===== src/ofm_map.vh =====
`ifndef OFM_MAP_VH
`define OFM_MAP_VH
// ----------------------------------------
// register byte addresses
// ----------------------------------------
`define OFM_ADDR_KEY      32'h4004_0800
`define OFM_ADDR_EN       32'h4004_0804
`define OFM_ADDR_LO_BYP   32'h4004_0808
`define OFM_ADDR_LO_ACT   32'h4004_080C
`define OFM_ADDR_HI_BYP   32'h4004_0810
`define OFM_ADDR_HI_ACT   32'h4004_0814
// ----------------------------------------
// codes and reset values
// ----------------------------------------
`define OFM_KEY_PROTECT   8'h06
`define OFM_KEY_UNLOCK    8'hF9
`define OFM_EN_OFF        8'h00
`define OFM_EN_ON         8'hE4
`define OFM_LO_RST        32'h0000_0000
`define OFM_HI_RST        32'hFFFF_FFFF
// ----------------------------------------
// field layout
// ----------------------------------------
`define OFM_CODE_MSB      7
`define OFM_LIMIT_MSB     31
// ----------------------------------------
// timing
// ----------------------------------------
`define OFM_CLK_KHZ       20000
`define OFM_REF_KHZ       9500
`define OFM_REF_TOL_PCT   10
`define OFM_WINDOW_US     8
`define OFM_WINDOW_CYC    ((`OFM_WINDOW_US * `OFM_CLK_KHZ) / 1000)
`define OFM_PERSIST_US    32
`define OFM_PERSIST_WIN   (`OFM_PERSIST_US / `OFM_WINDOW_US)
`endif


===== src/ofm_top.v =====
// The implementer's own choice: the strobed register port.
`timescale 1ns/1ps
`include "ofm_map.vh"

module ofm_top (
    input  wire        clk_i,
    input  wire        rst_n_i,
    input  wire        ce_i,
    input  wire [31:0] addr_i,
    input  wire [31:0] wdata_i,
    input  wire        wr_i,
    input  wire        rd_i,
    output reg  [31:0] rdata_o,
    input  wire        mon_clk_i,
    input  wire        pll_active_select_i,
    input  wire        stop_mode_i,
    input  wire        warmup_done_i,
    output reg         fault_rst_o,
    output reg         io_hiz_o,
    output reg         monitor_on_o,
    output reg         osc_stopped_o
);

    // ----------------------------------------
    // functions
    // ----------------------------------------
    function hit;
        input [31:0] a;
        input [31:0] ref_a;
        begin
            hit = (a == ref_a);
        end
    endfunction

    function out_of_range;
        input [31:0] cnt;
        input [31:0] lo;
        input [31:0] hi;
        begin
            out_of_range = (cnt < lo) || (cnt > hi);
        end
    endfunction

    // enable register takes only its two codes
    function en_code_ok;
        input [7:0] d;
        begin
            en_code_ok = (d == `OFM_EN_ON) || (d == `OFM_EN_OFF);
        end
    endfunction

    // ----------------------------------------
    // declarations
    // ----------------------------------------
    localparam [31:0] WIN_CYC      = `OFM_WINDOW_CYC;
    localparam [31:0] PERSIST_WIN  = `OFM_PERSIST_WIN;
    localparam [15:0] WIN_LAST     = WIN_CYC[15:0] - 16'h0001;
    localparam [7:0]  PERSIST_LAST = PERSIST_WIN[7:0] - 8'h01;

    reg  [`OFM_CODE_MSB:0]  write_unlock_key;
    reg  [`OFM_CODE_MSB:0]  monitor_enable_code;
    reg  [`OFM_LIMIT_MSB:0] low_limit_pll_bypassed;
    reg  [`OFM_LIMIT_MSB:0] low_limit_pll_active;
    reg  [`OFM_LIMIT_MSB:0] high_limit_pll_bypassed;
    reg  [`OFM_LIMIT_MSB:0] high_limit_pll_active;

    reg  [1:0]  mon_sync;
    reg         mon_prev;
    reg  [1:0]  pll_sync;
    reg  [1:0]  stop_sync;
    reg  [1:0]  warm_sync;

    reg  [15:0] win_cnt;
    reg  [31:0] edge_cnt;
    reg  [7:0]  bad_run;
    reg  [7:0]  good_run;
    reg         force_bypassed;
    reg         fault;

    wire        unlocked;
    wire        mon_en;
    wire        active;
    wire        limit_wr_ok;
    wire        mon_edge;
    wire        win_end;
    wire        use_active;
    wire [31:0] sel_lo;
    wire [31:0] sel_hi;
    wire [31:0] final_cnt;
    wire        win_bad;
    wire        win_stop;
    wire        wr_key;
    wire        wr_en;
    wire        wr_lo_byp;
    wire        wr_lo_act;
    wire        wr_hi_byp;
    wire        wr_hi_act;
    wire        fault_set;
    wire        fault_clr;

    // ----------------------------------------
    // control decode
    // ----------------------------------------
    assign unlocked    = (write_unlock_key == `OFM_KEY_UNLOCK);
    assign mon_en      = (monitor_enable_code == `OFM_EN_ON);
    // stop suspends, warm-up end resumes
    assign active      = mon_en && !stop_sync[1] && warm_sync[1];
    assign limit_wr_ok = wr_i && unlocked && !mon_en;

    // ----------------------------------------
    // input synchronisers
    // ----------------------------------------
    always @(posedge clk_i or negedge rst_n_i) begin
        if (!rst_n_i) begin
            mon_sync  <= 2'h0;
            mon_prev  <= 1'b0;
            pll_sync  <= 2'h0;
            stop_sync <= 2'h0;
            warm_sync <= 2'h0;
        end else if (ce_i) begin
            mon_sync  <= {mon_sync[0], mon_clk_i};
            mon_prev  <= mon_sync[1];
            pll_sync  <= {pll_sync[0], pll_active_select_i};
            stop_sync <= {stop_sync[0], stop_mode_i};
            warm_sync <= {warm_sync[0], warmup_done_i};
        end
    end

    // monitored clock must stay below half of clk_i to be counted
    assign mon_edge = mon_sync[1] && !mon_prev;

    // ----------------------------------------
    // write decode
    // ----------------------------------------
    // key writes are never gated; everything else needs the unlock code
    assign wr_key    = wr_i && hit(addr_i, `OFM_ADDR_KEY);
    assign wr_en     = wr_i && unlocked && hit(addr_i, `OFM_ADDR_EN);
    assign wr_lo_byp = limit_wr_ok && hit(addr_i, `OFM_ADDR_LO_BYP);
    assign wr_lo_act = limit_wr_ok && hit(addr_i, `OFM_ADDR_LO_ACT);
    assign wr_hi_byp = limit_wr_ok && hit(addr_i, `OFM_ADDR_HI_BYP);
    assign wr_hi_act = limit_wr_ok && hit(addr_i, `OFM_ADDR_HI_ACT);

    // ----------------------------------------
    // key register
    // ----------------------------------------
    // only the external reset reaches these; the fault output does not
    always @(posedge clk_i or negedge rst_n_i) begin
        if (!rst_n_i) begin
            write_unlock_key <= `OFM_KEY_PROTECT;
        end else if (ce_i) begin
            if (wr_key) begin
                if (wdata_i[`OFM_CODE_MSB:0] == `OFM_KEY_UNLOCK) begin
                    write_unlock_key <= `OFM_KEY_UNLOCK;
                end else begin
                    write_unlock_key <= `OFM_KEY_PROTECT;
                end
            end
        end
    end

    // ----------------------------------------
    // enable register
    // ----------------------------------------
    always @(posedge clk_i or negedge rst_n_i) begin
        if (!rst_n_i) begin
            monitor_enable_code <= `OFM_EN_OFF;
        end else if (ce_i) begin
            if (wr_en && en_code_ok(wdata_i[`OFM_CODE_MSB:0])) begin
                monitor_enable_code <= wdata_i[`OFM_CODE_MSB:0];
            end
        end
    end

    // ----------------------------------------
    // limit registers
    // ----------------------------------------
    // a blocked write just drops; the bus has no error response to give
    always @(posedge clk_i or negedge rst_n_i) begin
        if (!rst_n_i) begin
            low_limit_pll_bypassed <= `OFM_LO_RST;
        end else if (ce_i && wr_lo_byp) begin
            low_limit_pll_bypassed <= wdata_i;
        end
    end

    always @(posedge clk_i or negedge rst_n_i) begin
        if (!rst_n_i) begin
            low_limit_pll_active <= `OFM_LO_RST;
        end else if (ce_i && wr_lo_act) begin
            low_limit_pll_active <= wdata_i;
        end
    end

    always @(posedge clk_i or negedge rst_n_i) begin
        if (!rst_n_i) begin
            high_limit_pll_bypassed <= `OFM_HI_RST;
        end else if (ce_i && wr_hi_byp) begin
            high_limit_pll_bypassed <= wdata_i;
        end
    end

    always @(posedge clk_i or negedge rst_n_i) begin
        if (!rst_n_i) begin
            high_limit_pll_active <= `OFM_HI_RST;
        end else if (ce_i && wr_hi_act) begin
            high_limit_pll_active <= wdata_i;
        end
    end

    // ----------------------------------------
    // read port
    // ----------------------------------------
    always @(posedge clk_i or negedge rst_n_i) begin
        if (!rst_n_i) begin
            rdata_o <= 32'h0000_0000;
        end else if (ce_i) begin
            if (rd_i) begin
                if (hit(addr_i, `OFM_ADDR_KEY)) begin
                    rdata_o <= {24'h000000, write_unlock_key};
                end else if (hit(addr_i, `OFM_ADDR_EN)) begin
                    rdata_o <= {24'h000000, monitor_enable_code};
                end else if (hit(addr_i, `OFM_ADDR_LO_BYP)) begin
                    rdata_o <= low_limit_pll_bypassed;
                end else if (hit(addr_i, `OFM_ADDR_LO_ACT)) begin
                    rdata_o <= low_limit_pll_active;
                end else if (hit(addr_i, `OFM_ADDR_HI_BYP)) begin
                    rdata_o <= high_limit_pll_bypassed;
                end else if (hit(addr_i, `OFM_ADDR_HI_ACT)) begin
                    rdata_o <= high_limit_pll_active;
                end else begin
                    rdata_o <= 32'h0000_0000;
                end
            end else begin
                rdata_o <= 32'h0000_0000;
            end
        end
    end

    // ----------------------------------------
    // limit selection
    // ----------------------------------------
    assign use_active = pll_sync[1] && !force_bypassed;
    assign sel_lo     = use_active ? low_limit_pll_active : low_limit_pll_bypassed;
    assign sel_hi     = use_active ? high_limit_pll_active : high_limit_pll_bypassed;

    // ----------------------------------------
    // measurement window
    // ----------------------------------------
    // clk_i stands in for the 20 MHz reference (OFM_CLK_KHZ); limits scale with it
    assign win_end   = (win_cnt == WIN_LAST);
    assign final_cnt = edge_cnt + {31'h00000000, mon_edge};
    assign win_bad   = out_of_range(final_cnt, sel_lo, sel_hi);
    assign win_stop  = (final_cnt == 32'h0000_0000);

    always @(posedge clk_i or negedge rst_n_i) begin
        if (!rst_n_i) begin
            win_cnt  <= 16'h0000;
            edge_cnt <= 32'h0000_0000;
        end else if (ce_i) begin
            if (!active || win_end) begin
                win_cnt  <= 16'h0000;
                edge_cnt <= 32'h0000_0000;
            end else begin
                win_cnt  <= win_cnt + 16'h0001;
                edge_cnt <= final_cnt;
            end
        end
    end

    // ----------------------------------------
    // persistence and fault reset
    // ----------------------------------------
    // a stopped oscillator counts zero edges (win_stop) and raises the fault like a bad window;
    // it clears when edges return and a good run completes, or at once when monitoring stops
    assign fault_set = active && win_end && (win_bad || win_stop) &&
                       (bad_run == PERSIST_LAST);
    assign fault_clr = !active ||
                       (win_end && !win_bad && !win_stop && (good_run == PERSIST_LAST));

    always @(posedge clk_i or negedge rst_n_i) begin
        if (!rst_n_i) begin
            bad_run  <= 8'h00;
            good_run <= 8'h00;
            fault    <= 1'b0;
        end else if (ce_i) begin
            if (!active) begin
                bad_run  <= 8'h00;
                good_run <= 8'h00;
                fault    <= 1'b0;
            end else if (win_end) begin
                if (win_bad || win_stop) begin
                    good_run <= 8'h00;
                    if (fault_set) begin
                        fault <= 1'b1;
                    end else begin
                        bad_run <= bad_run + 8'h01;
                    end
                end else begin
                    bad_run <= 8'h00;
                    if (fault_clr) begin
                        fault <= 1'b0;
                    end else if (fault) begin
                        good_run <= good_run + 8'h01;
                    end
                end
            end
        end
    end

    // stop flag follows the verdict of the latest window that asserts fault_set
    always @(posedge clk_i or negedge rst_n_i) begin
        if (!rst_n_i) begin
            osc_stopped_o <= 1'b0;
        end else if (ce_i) begin
            if (fault_clr) begin
                osc_stopped_o <= 1'b0;
            end else if (fault_set) begin
                osc_stopped_o <= win_stop;
            end
        end
    end

    // sticky until external reset: a fault with pll on may mean the pll is bad
    always @(posedge clk_i or negedge rst_n_i) begin
        if (!rst_n_i) begin
            force_bypassed <= 1'b0;
        end else if (ce_i && fault_set && use_active) begin
            force_bypassed <= 1'b1;
        end
    end

    // ----------------------------------------
    // outputs
    // ----------------------------------------
    always @(posedge clk_i or negedge rst_n_i) begin
        if (!rst_n_i) begin
            fault_rst_o  <= 1'b0;
            io_hiz_o     <= 1'b0;
            monitor_on_o <= 1'b0;
        end else if (ce_i) begin
            fault_rst_o  <= fault;
            io_hiz_o     <= fault;
            monitor_on_o <= active;
        end
    end

endmodule


===== config.mk =====
export PLATFORM = sky130hd
export DESIGN_NAME = ofm_top
export DESIGN_NICKNAME = d
export VERILOG_FILES = /design/src/ofm_top.v
export VERILOG_INCLUDE_DIRS = /design/src
export SDC_FILE = /design/constraint.sdc
export NUM_CORES = 1
export LEC_CHECK = 0
export BUFFER_PORTS_ARGS = -buffer_cell sky130_fd_sc_hd__buf_4
export CAP_MARGIN = 20
export CORE_MARGIN = 2
export CORE_UTILIZATION = 50
export CTS_BUF_LIST = sky130_fd_sc_hd__clkbuf_4 sky130_fd_sc_hd__clkbuf_8
export CTS_CLUSTER_SIZE = 14
export DETAILED_ROUTE_END_ITERATION = 10
export PLACE_DENSITY = 0.68
export SLEW_MARGIN = 40
export SYNTH_ARGS = -nofsm -noshare
export SYNTH_HDL_FRONTEND = slang
export SYNTH_SLANG_ARGS = --single-unit
export TNS_END_PERCENT = 1

===== constraint.sdc =====
create_clock -name clk_i -period 5.45 [get_ports clk_i]
set_input_delay 1.09 -clock clk_i [delete_from_list [all_inputs] [get_ports clk_i]]
set_output_delay 1.09 -clock clk_i [all_outputs]
set_load 0.005 [all_outputs]

==> summary.md, run 1 <==
| Metric | Value |
|---|---|
| Sink Count | 248 |
| Fin Setup TNS | 0 ns |
| Remaining Overflow, GRT | 0 |
| Most used cell along the critical path | ha_1 |
| Final hold vios | 0 |
| Main flop type after synthesis | dfrtp_1 |
| Final instance area | approximately 0.016 mm² |
| Fin Clk Skew | 0.0324 ns |
| Htree depth | 2 |
| Clock slew at reported path FFs | 0.06 ns |
| Arrival time worst endpoint | approximately 5.5 ns |
| Final std cells w/o fill | 1839 |
| Most common cell after layout, fill and taps aside | dfrtp_1 |
| Mapped Cells | 1328 |
| DP Cell Count | 1759 |
| Max Slew Vio Count | 0 |
| Worst r2r path cells | 17 |
| Wirelength, routed | ~37 mm |
| # hold bufs at CTS | 0 |
| Synthesized cell area | between 0.01 and 0.015 mm² |
| Initial antenna violation count | 0 |
| Global Route Usage Sum | 25.0% |
| CTS tree | done |
| DR vias | 11200 |
| Residual DRC | 0 |
| Final setup fails | 0 |
| Leak | 7.84 nW |
| Hold Path Class | in2async |
| Vias per cell | 6.10 |
| I/O Buffers | 108 |
| Part of the Yosys area used for sequential elements | 44.3% |
| FMAX | 200 MHz |
| Worst r2r dst | good_run[0]$_DFFE_PN0P_ |
| Yosys reg bits | between 200 and 250 |
| Worst Setup Start Kind | flop |
| # Max-Cap Violations | 0 |
| WHS | approximately 0.43 ns |
| First-pass GRT wire length | 60.5 mm |
| Endpoint class of the critical path | flop |
| Crit-path leading delay family | simple AND/OR/NAND/NOR gates |
| Slew of the pin with the lowest slew margin | 0.841 ns |
| Initial drt markers | between 900 and 1000 |
| Count of cell types in the netlist | just under 80 |
| Reg-to-reg slack, setup | 0.45 ns |
| Initial Util | 51.0% |
| Worst vdd ir | 164 µV |
| Die height | around 170 µm |
| CP required | between 5 and 6 ns |
| Root buf cell | clkbuf_8 |
| Warnings from Yosys | 0 |
| Core area | 0.0279 mm² |
| Router iterations before antenna repair | 8 |
| Num CTS Buffers | 44 |
| Die footprint | 0.0298 mm² |
| CP max stage cell | nor4_4 |
| Cell Pwr Density | 241 mW/mm² |
| DP HPWL | 25.0 mm |
| Number of global-route vias before repair | around 11000 |
| RSZ-0062 raised after global routing | false |
| Layout net count | 1569 |
| Largest net degree at the start of global routing | 105 |
| Per-cell routed wire length | about 20 µm |
| Post-Place Cell Area | 0.0154 mm² |
| Area growth syn-to-layout | 15.3% |
| Worst path buffer plus inverter count | 0 |
| GPL Wtd Cong | slightly below 0.9 |
| Slew Limit Headroom | 43.9% |
| Post-synth EDFFs | 0 |
| Worst R2R Start | mon_sync[1]$_DFFE_PN0P_ |
| Max stage delay on crit path | around 0.44 ns |
| Detail Route Antenna Nets | 0 |
| Die width | 173 µm |
| Clk_lat worst skew | 0.57 ns |
| Kind of critical path | reg2reg |
| Syn avg cell area | 10.7 µm² |
| CP max FO | 10 |
| Row cnt | roughly 60 |
| Post-Syn Nets | between 1000 and 1500 |
| Fraction of registers with async set/reset | 100% |
| Commonest non-fill, non-tap cells in the layout | dfrtp_1, mux2_2, buf_4 |
| Status | completed |
| IO Pins | 109 |
| Fin crit period | 5.00 ns |
| Crit-path cells | nor2b_1, ha_1, ha_1, and4_2, nand2_4, nor4_4, nand2_1, xnor2_1, ha_1, o21a_1, o2111a_1, a311oi_1, a21oi_1, a211oi_2, nand3_2, nor3b_4, mux2_4 |
| Layout cells sized above 1 | 31.1% |
| Final Cycle Share | 91.7% |
| Clock buffer depth | 3 |
| Diode count | 0 |
worst max path at each step:
stage                                        from                 endpoint  slack (ns)  cells past startpoint
after detailed placement  mon_sync[1]$_DFFE_PN0P_  good_run[2]$_DFFE_PN0P_        0.27                     17
final                     mon_sync[1]$_DFFE_PN0P_  good_run[0]$_DFFE_PN0P_        0.45                     17
after global placement       mon_prev$_DFFE_PN0P_  good_run[0]$_DFFE_PN0P_        0.49                     18
after CTS                 mon_sync[1]$_DFFE_PN0P_  good_run[0]$_DFFE_PN0P_        0.25                     17
after floorplan              mon_prev$_DFFE_PN0P_  good_run[0]$_DFFE_PN0P_        1.02                     19
after global routing      mon_sync[1]$_DFFE_PN0P_  good_run[0]$_DFFE_PN0P_        0.07                     18
cells in the mapped netlist, drive strengths merged, types with 3 or more instances:
master	n	area, µm²
mux2i	65	651
nor2	42	160
xnor2	22	193
o21ai	66	334
nand2b	6	37.5
o21a	5	37.5
ha	68	851
nand4	32	215
a22oi	6	45.0
nand3b	3	22.5
and2	17	106
a21oi	48	240
nand4b	3	26.3
buf	28	144
o2111ai	3	26.3
or4	7	52.6
a211oi	7	57.6
a222oi	32	320
a21o	33	248
mux2	142	1600
o311ai	3	26.3
nor3	12	60.1
o2bb2ai	6	52.6
and3	26	164
a31oi	7	43.8
nor4	21	168
nor4b	4	41.3
dfstp	65	1710
a2111oi	4	53.8
nand2	122	483
xor2	16	140
clkbuf	52	196
inv	23	86.3
o22ai	5	31.3
o31ai	9	67.6
nor2b	10	62.6
a221oi	3	26.3
nand3	67	350
dfrtp	183	4580
and4	6	52.6
or3	7	43.8
a22o	15	131
area by class of cell:
type	count	area (µm²)
clock inverters	5	28.8
multi-input cells	977	7520
fillers	2364	11500
repair buffers	134	1070
flip-flops and latches	248	6290
inverters	23	88.8
well taps	378	473
clock buffers	74	906
kinds of logic after synthesis:
family	count (synthesis)	share of synthesized area, %
adders and majority gates	68	5.99
AOI/OAI and AO/OA	268	13.4
and+or+nand+nor	396	15.2
xor gates and xnor gates	38	2.34
buffers and inverters	103	3.00
muxes	207	15.9
DFF	248	44.3
worst reg2reg max path: cells and delay by family (launching register included):
kind,cells,cell delay [ns]
AO/OA/AOI/OAI,5,1.19
XOR/XNOR,1,0.31
adder cells (fa/ha/maj),3,0.95
flip-flops,1,0.36
multiplexers,1,0.21
AND/OR/NAND/NOR,7,1.92
registers in the layout (all words and copies together) (netlist names), 8 cells and up:
register,cells
low_limit_pll_bypassed,32
bad_run,8
edge_cnt,32
high_limit_pll_bypassed,32
high_limit_pll_active,32
rdata_o,32
low_limit_pll_active,32
good_run,8
win_cnt,16
monitor_enable_code,8
repair_timing:
action	4_1_cts	5_1_grt
buffers inserted	0	0
resized for setup	0	2
endpoints found under the hold margin	0	0
endpoints found under the setup margin	0	13
power breakdown:
part	total [mW]	internal, mW	switching, mW
clock	1.83	1.04	0.790
sequential	1.86	1.85	0.00534
combinational	0.260	0.107	0.153
total	3.95	3.00	0.949
through the flow:
| step | utilization, % | power, mW | setup slack [ns] |
|---|---|---|---|
| after floorplan | - | 2.00 | 1.02 |
| after global placement | 55.2 | 2.15 | 0.487 |
| after detailed placement | 55.3 | 2.15 | 0.269 |
| after CTS | 58.6 | 3.99 | 0.249 |
| after global routing | 58.8 | 4.09 | 0.0677 |
| final | 58.8 | 3.95 | 0.453 |
metal layers:
layer | GRT usage, % | up-vias | wire length (µm)
li1 | - | 5198 | -
met1 | 34.7 | 5616 | 17100
met2 | 40.2 | 337 | 17300
met3 | 4.02 | 74 | 1960
met4 | 7.83 | 0 | 928
met5 | 0 | - | 0
No activity file was read; power rests on OpenSTA's default activity.
==> run 2, diff against run 1 <==
--- a/config.mk
+++ b/config.mk
@@ -7,13 +7,13 @@
 export NUM_CORES = 1
 export LEC_CHECK = 0
 export BUFFER_PORTS_ARGS = -buffer_cell sky130_fd_sc_hd__buf_4
-export CAP_MARGIN = 20
 export CORE_MARGIN = 2
 export CORE_UTILIZATION = 50
 export CTS_BUF_LIST = sky130_fd_sc_hd__clkbuf_4 sky130_fd_sc_hd__clkbuf_8
 export CTS_CLUSTER_SIZE = 14
 export DETAILED_ROUTE_END_ITERATION = 10
 export PLACE_DENSITY = 0.68
+export RECOVER_POWER = 100
 export SLEW_MARGIN = 40
 export SYNTH_ARGS = -nofsm -noshare
 export SYNTH_HDL_FRONTEND = slang
==> run 2 against run 1 <==
Effect of this change: the run now ends with capacitance limit, slew limit left; first-iteration DRC count is 4.0% lower; clock skew hardly changed; register-to-register slack hardly changed; sequential share of layout area is 0.26 points higher; highest routed layer unchanged; global-route usage stayed put; cell area is 0.66% lower; setup slack worse by 0.099 ns.
==> summary.md, run 2 (same netlist as run 1, synthesis figures left out) <==
| Metric | Value |
|---|---|
| Remaining Overflow, GRT | 0 (unchanged) |
| Kind of critical path | in2reg |
| Num CTS Buffers | 44 (unchanged) |
| Commonest non-fill, non-tap cells in the layout | dfrtp_1, mux2_2, nand2_1 |
| Core area | 0.0279 mm² (unchanged) |
| Clk_lat worst skew | 0.57 ns (about the same) |
| Die footprint | 0.0298 mm² (unchanged) |
| Largest net degree at the start of global routing | 105 (unchanged) |
| Global Route Usage Sum | 25.0% (unchanged) |
| # Max-Cap Violations | 6 (+6) |
| Final hold vios | 0 (unchanged) |
| Layout cells sized above 1 | 30.2% (-0.89 points) |
| Worst vdd ir | 164 µV (-0.13%) |
| Wirelength, routed | 37.0 mm (-0.90%) |
| Leak | 7.75 nW (-1.2%) |
| Per-cell routed wire length | 20.1 µm (-0.90%) |
| Root buf cell | clkbuf_8 |
| Diode count | 0 (unchanged) |
| Initial antenna violation count | 0 (unchanged) |
| Slew of the pin with the lowest slew margin | 2.55 ns (+1.71 ns) |
| Row cnt | 61 (unchanged) |
| CTS tree | done |
| Residual DRC | 0 (unchanged) |
| Max stage delay on crit path | 1.87 ns (+1.43 ns) |
| Router iterations before antenna repair | 5 (-3) |
| Initial drt markers | 906 (-4.0%) |
| CP max stage cell | clkbuf_1 |
| Area growth syn-to-layout | 14.6% |
| Status | complete, but fails checks |
| Endpoint class of the critical path | flop |
| First-pass GRT wire length | 60.5 mm (unchanged) |
| DP HPWL | 25.0 mm (unchanged) |
| Final setup fails | 0 (unchanged) |
| Final std cells w/o fill | 1839 (unchanged) |
| DR vias | 11200 (-0.34%) |
| Sink Count | 248 (unchanged) |
| Cell Pwr Density | 242 mW/mm² (+0.36%) |
| Most common cell after layout, fill and taps aside | dfrtp_1 |
| Clock slew at reported path FFs | 0.06 ns (about the same) |
| GPL Wtd Cong | 0.881 (unchanged) |
| Die width | 173 µm (unchanged) |
| IO Pins | 109 (unchanged) |
| Crit-path cells | clkbuf_1, clkbuf_1, nand2_1, or4_1, a21oi_1, a21o_1 |
| Clock buffer depth | 3 (unchanged) |
| CP max FO | 56 (+46) |
| Layout net count | 1569 (unchanged) |
| Die height | 173 µm (unchanged) |
| Initial Util | 51.0% (unchanged) |
| RSZ-0062 raised after global routing | false |
| Worst Setup Start Kind | primary input |
| Detail Route Antenna Nets | 0 (unchanged) |
| Slew Limit Headroom | -69.8% (-110 points) |
| Fin Clk Skew | 0.0320 ns (-0.000371 ns) |
| Fin crit period | 5.10 ns (+0.0995 ns) |
| DP Cell Count | 1759 (unchanged) |
| Hold Path Class | reg2reg |
| Arrival time worst endpoint | 5.58 ns (+0.09 ns) |
| Final Cycle Share | 93.5% (+1.8 points) |
| Htree depth | 2 (unchanged) |
| Most used cell along the critical path | clkbuf_1 |
| Vias per cell | 6.08 (-0.34%) |
| CP required | 5.93 ns (about the same) |
| Failing checks | capacitance limit, slew limit |
| FMAX | 196 MHz (-2.0%) |
| I/O Buffers | 108 (unchanged) |
| Fin Setup TNS | 0 ns (unchanged) |
| Number of global-route vias before repair | 11200 (unchanged) |
| Max Slew Vio Count | 337 (+337) |
-- run 2: cell count changes in the layout (fill, tap and decap cells not counted), moves of 3 or more --
cell / previous run / this run
clkbuf_2: 0 / 5
clkbuf_1: 0 / 12
and2_0: 2 / 5
clkbuf_4: 18 / 51
buf_4: 129 / 81
and2_1: 13 / 10
-- run 2: worst max-delay path, delay by kind of cell --
| kind | cells | cell delay [ns] |
|---|---|---|
| AOI/OAI and AO/OA | 2 | 0.25 |
| buffers and inverters | 2 | 2.27 |
| and+or+nand+nor | 2 | 1.96 |
-- run 2: worst paths after layout --
path	end	cells past startpoint	slack, ns	from
hold / removal	rdata_o[19]$_DFFE_PN0P_	1	0.48	rdata_o[19]$_DFFE_PN0P_
setup reg to reg	bad_run[1]$_DFFE_PN0P_	18	0.46	mon_sync[1]$_DFFE_PN0P_
setup / recovery	good_run[7]$_DFFE_PN0P_	6	0.35	ce_i
min in group asynchronous	force_bypassed$_DFFE_PN0P_	1	1.21	rst_n_i
max in group asynchronous	rdata_o[13]$_DFFE_PN0P_	2	0.99	rst_n_i
hold reg to reg	rdata_o[19]$_DFFE_PN0P_	1	0.48	rdata_o[19]$_DFFE_PN0P_
-- run 2: stage by stage --
stage                     worst slack [ns]  total power, mW  utilization [%]  hold slack, ns  cell area, µm²
after CTS                            0.249             3.99             58.6           0.483           16300
after global routing                0.0744             4.08             58.4           0.498           16300
after floorplan                       1.02             2.00                -           0.444           14200
after detailed placement             0.269             2.15             55.3           0.470           15400
after global placement               0.487             2.15             55.2           0.464           15400
final                                0.354             3.94             58.4           0.478           16300
-- run 2: layer usage --
metal | GRT usage, % | vias to the layer above | share of wire (%)
li1 | - | 5192 | -
met1 | 34.7 | 5601 | 45
met2 | 40.2 | 320 | 47
met3 | 4.02 | 74 | 5.2
met4 | 7.83 | 0 | 2.5
met5 | 0 | - | 0
-- run 2: timing repair --
| action | CTS | global route |
|---|---|---|
| setup buffers | 0 | 0 |
| hold buffers | 0 | 0 |
| setup endpoints to repair | 0 | 13 |
| resized for setup | 0 | 2 |
-- run 2: layout make-up --
| cell class | instances | area, µm² |
|---|---|---|
| timing repair buffer | 134 | 971 |
| multi-input combinational | 977 | 7510 |
| inverter | 23 | 88.8 |
| clock buffer | 74 | 906 |
| tap | 378 | 473 |
| clock inverter | 5 | 28.8 |
| sequential | 248 | 6290 |
| fill | 2386 | 11600 |
-- run 2: power breakdown --
part           switching, mW  internal [mW]  leakage [nW]  total, mW
registers            0.00540           1.85          3.21       1.86
logic                  0.150          0.102          4.04      0.252
clock network          0.786           1.04         0.506       1.83
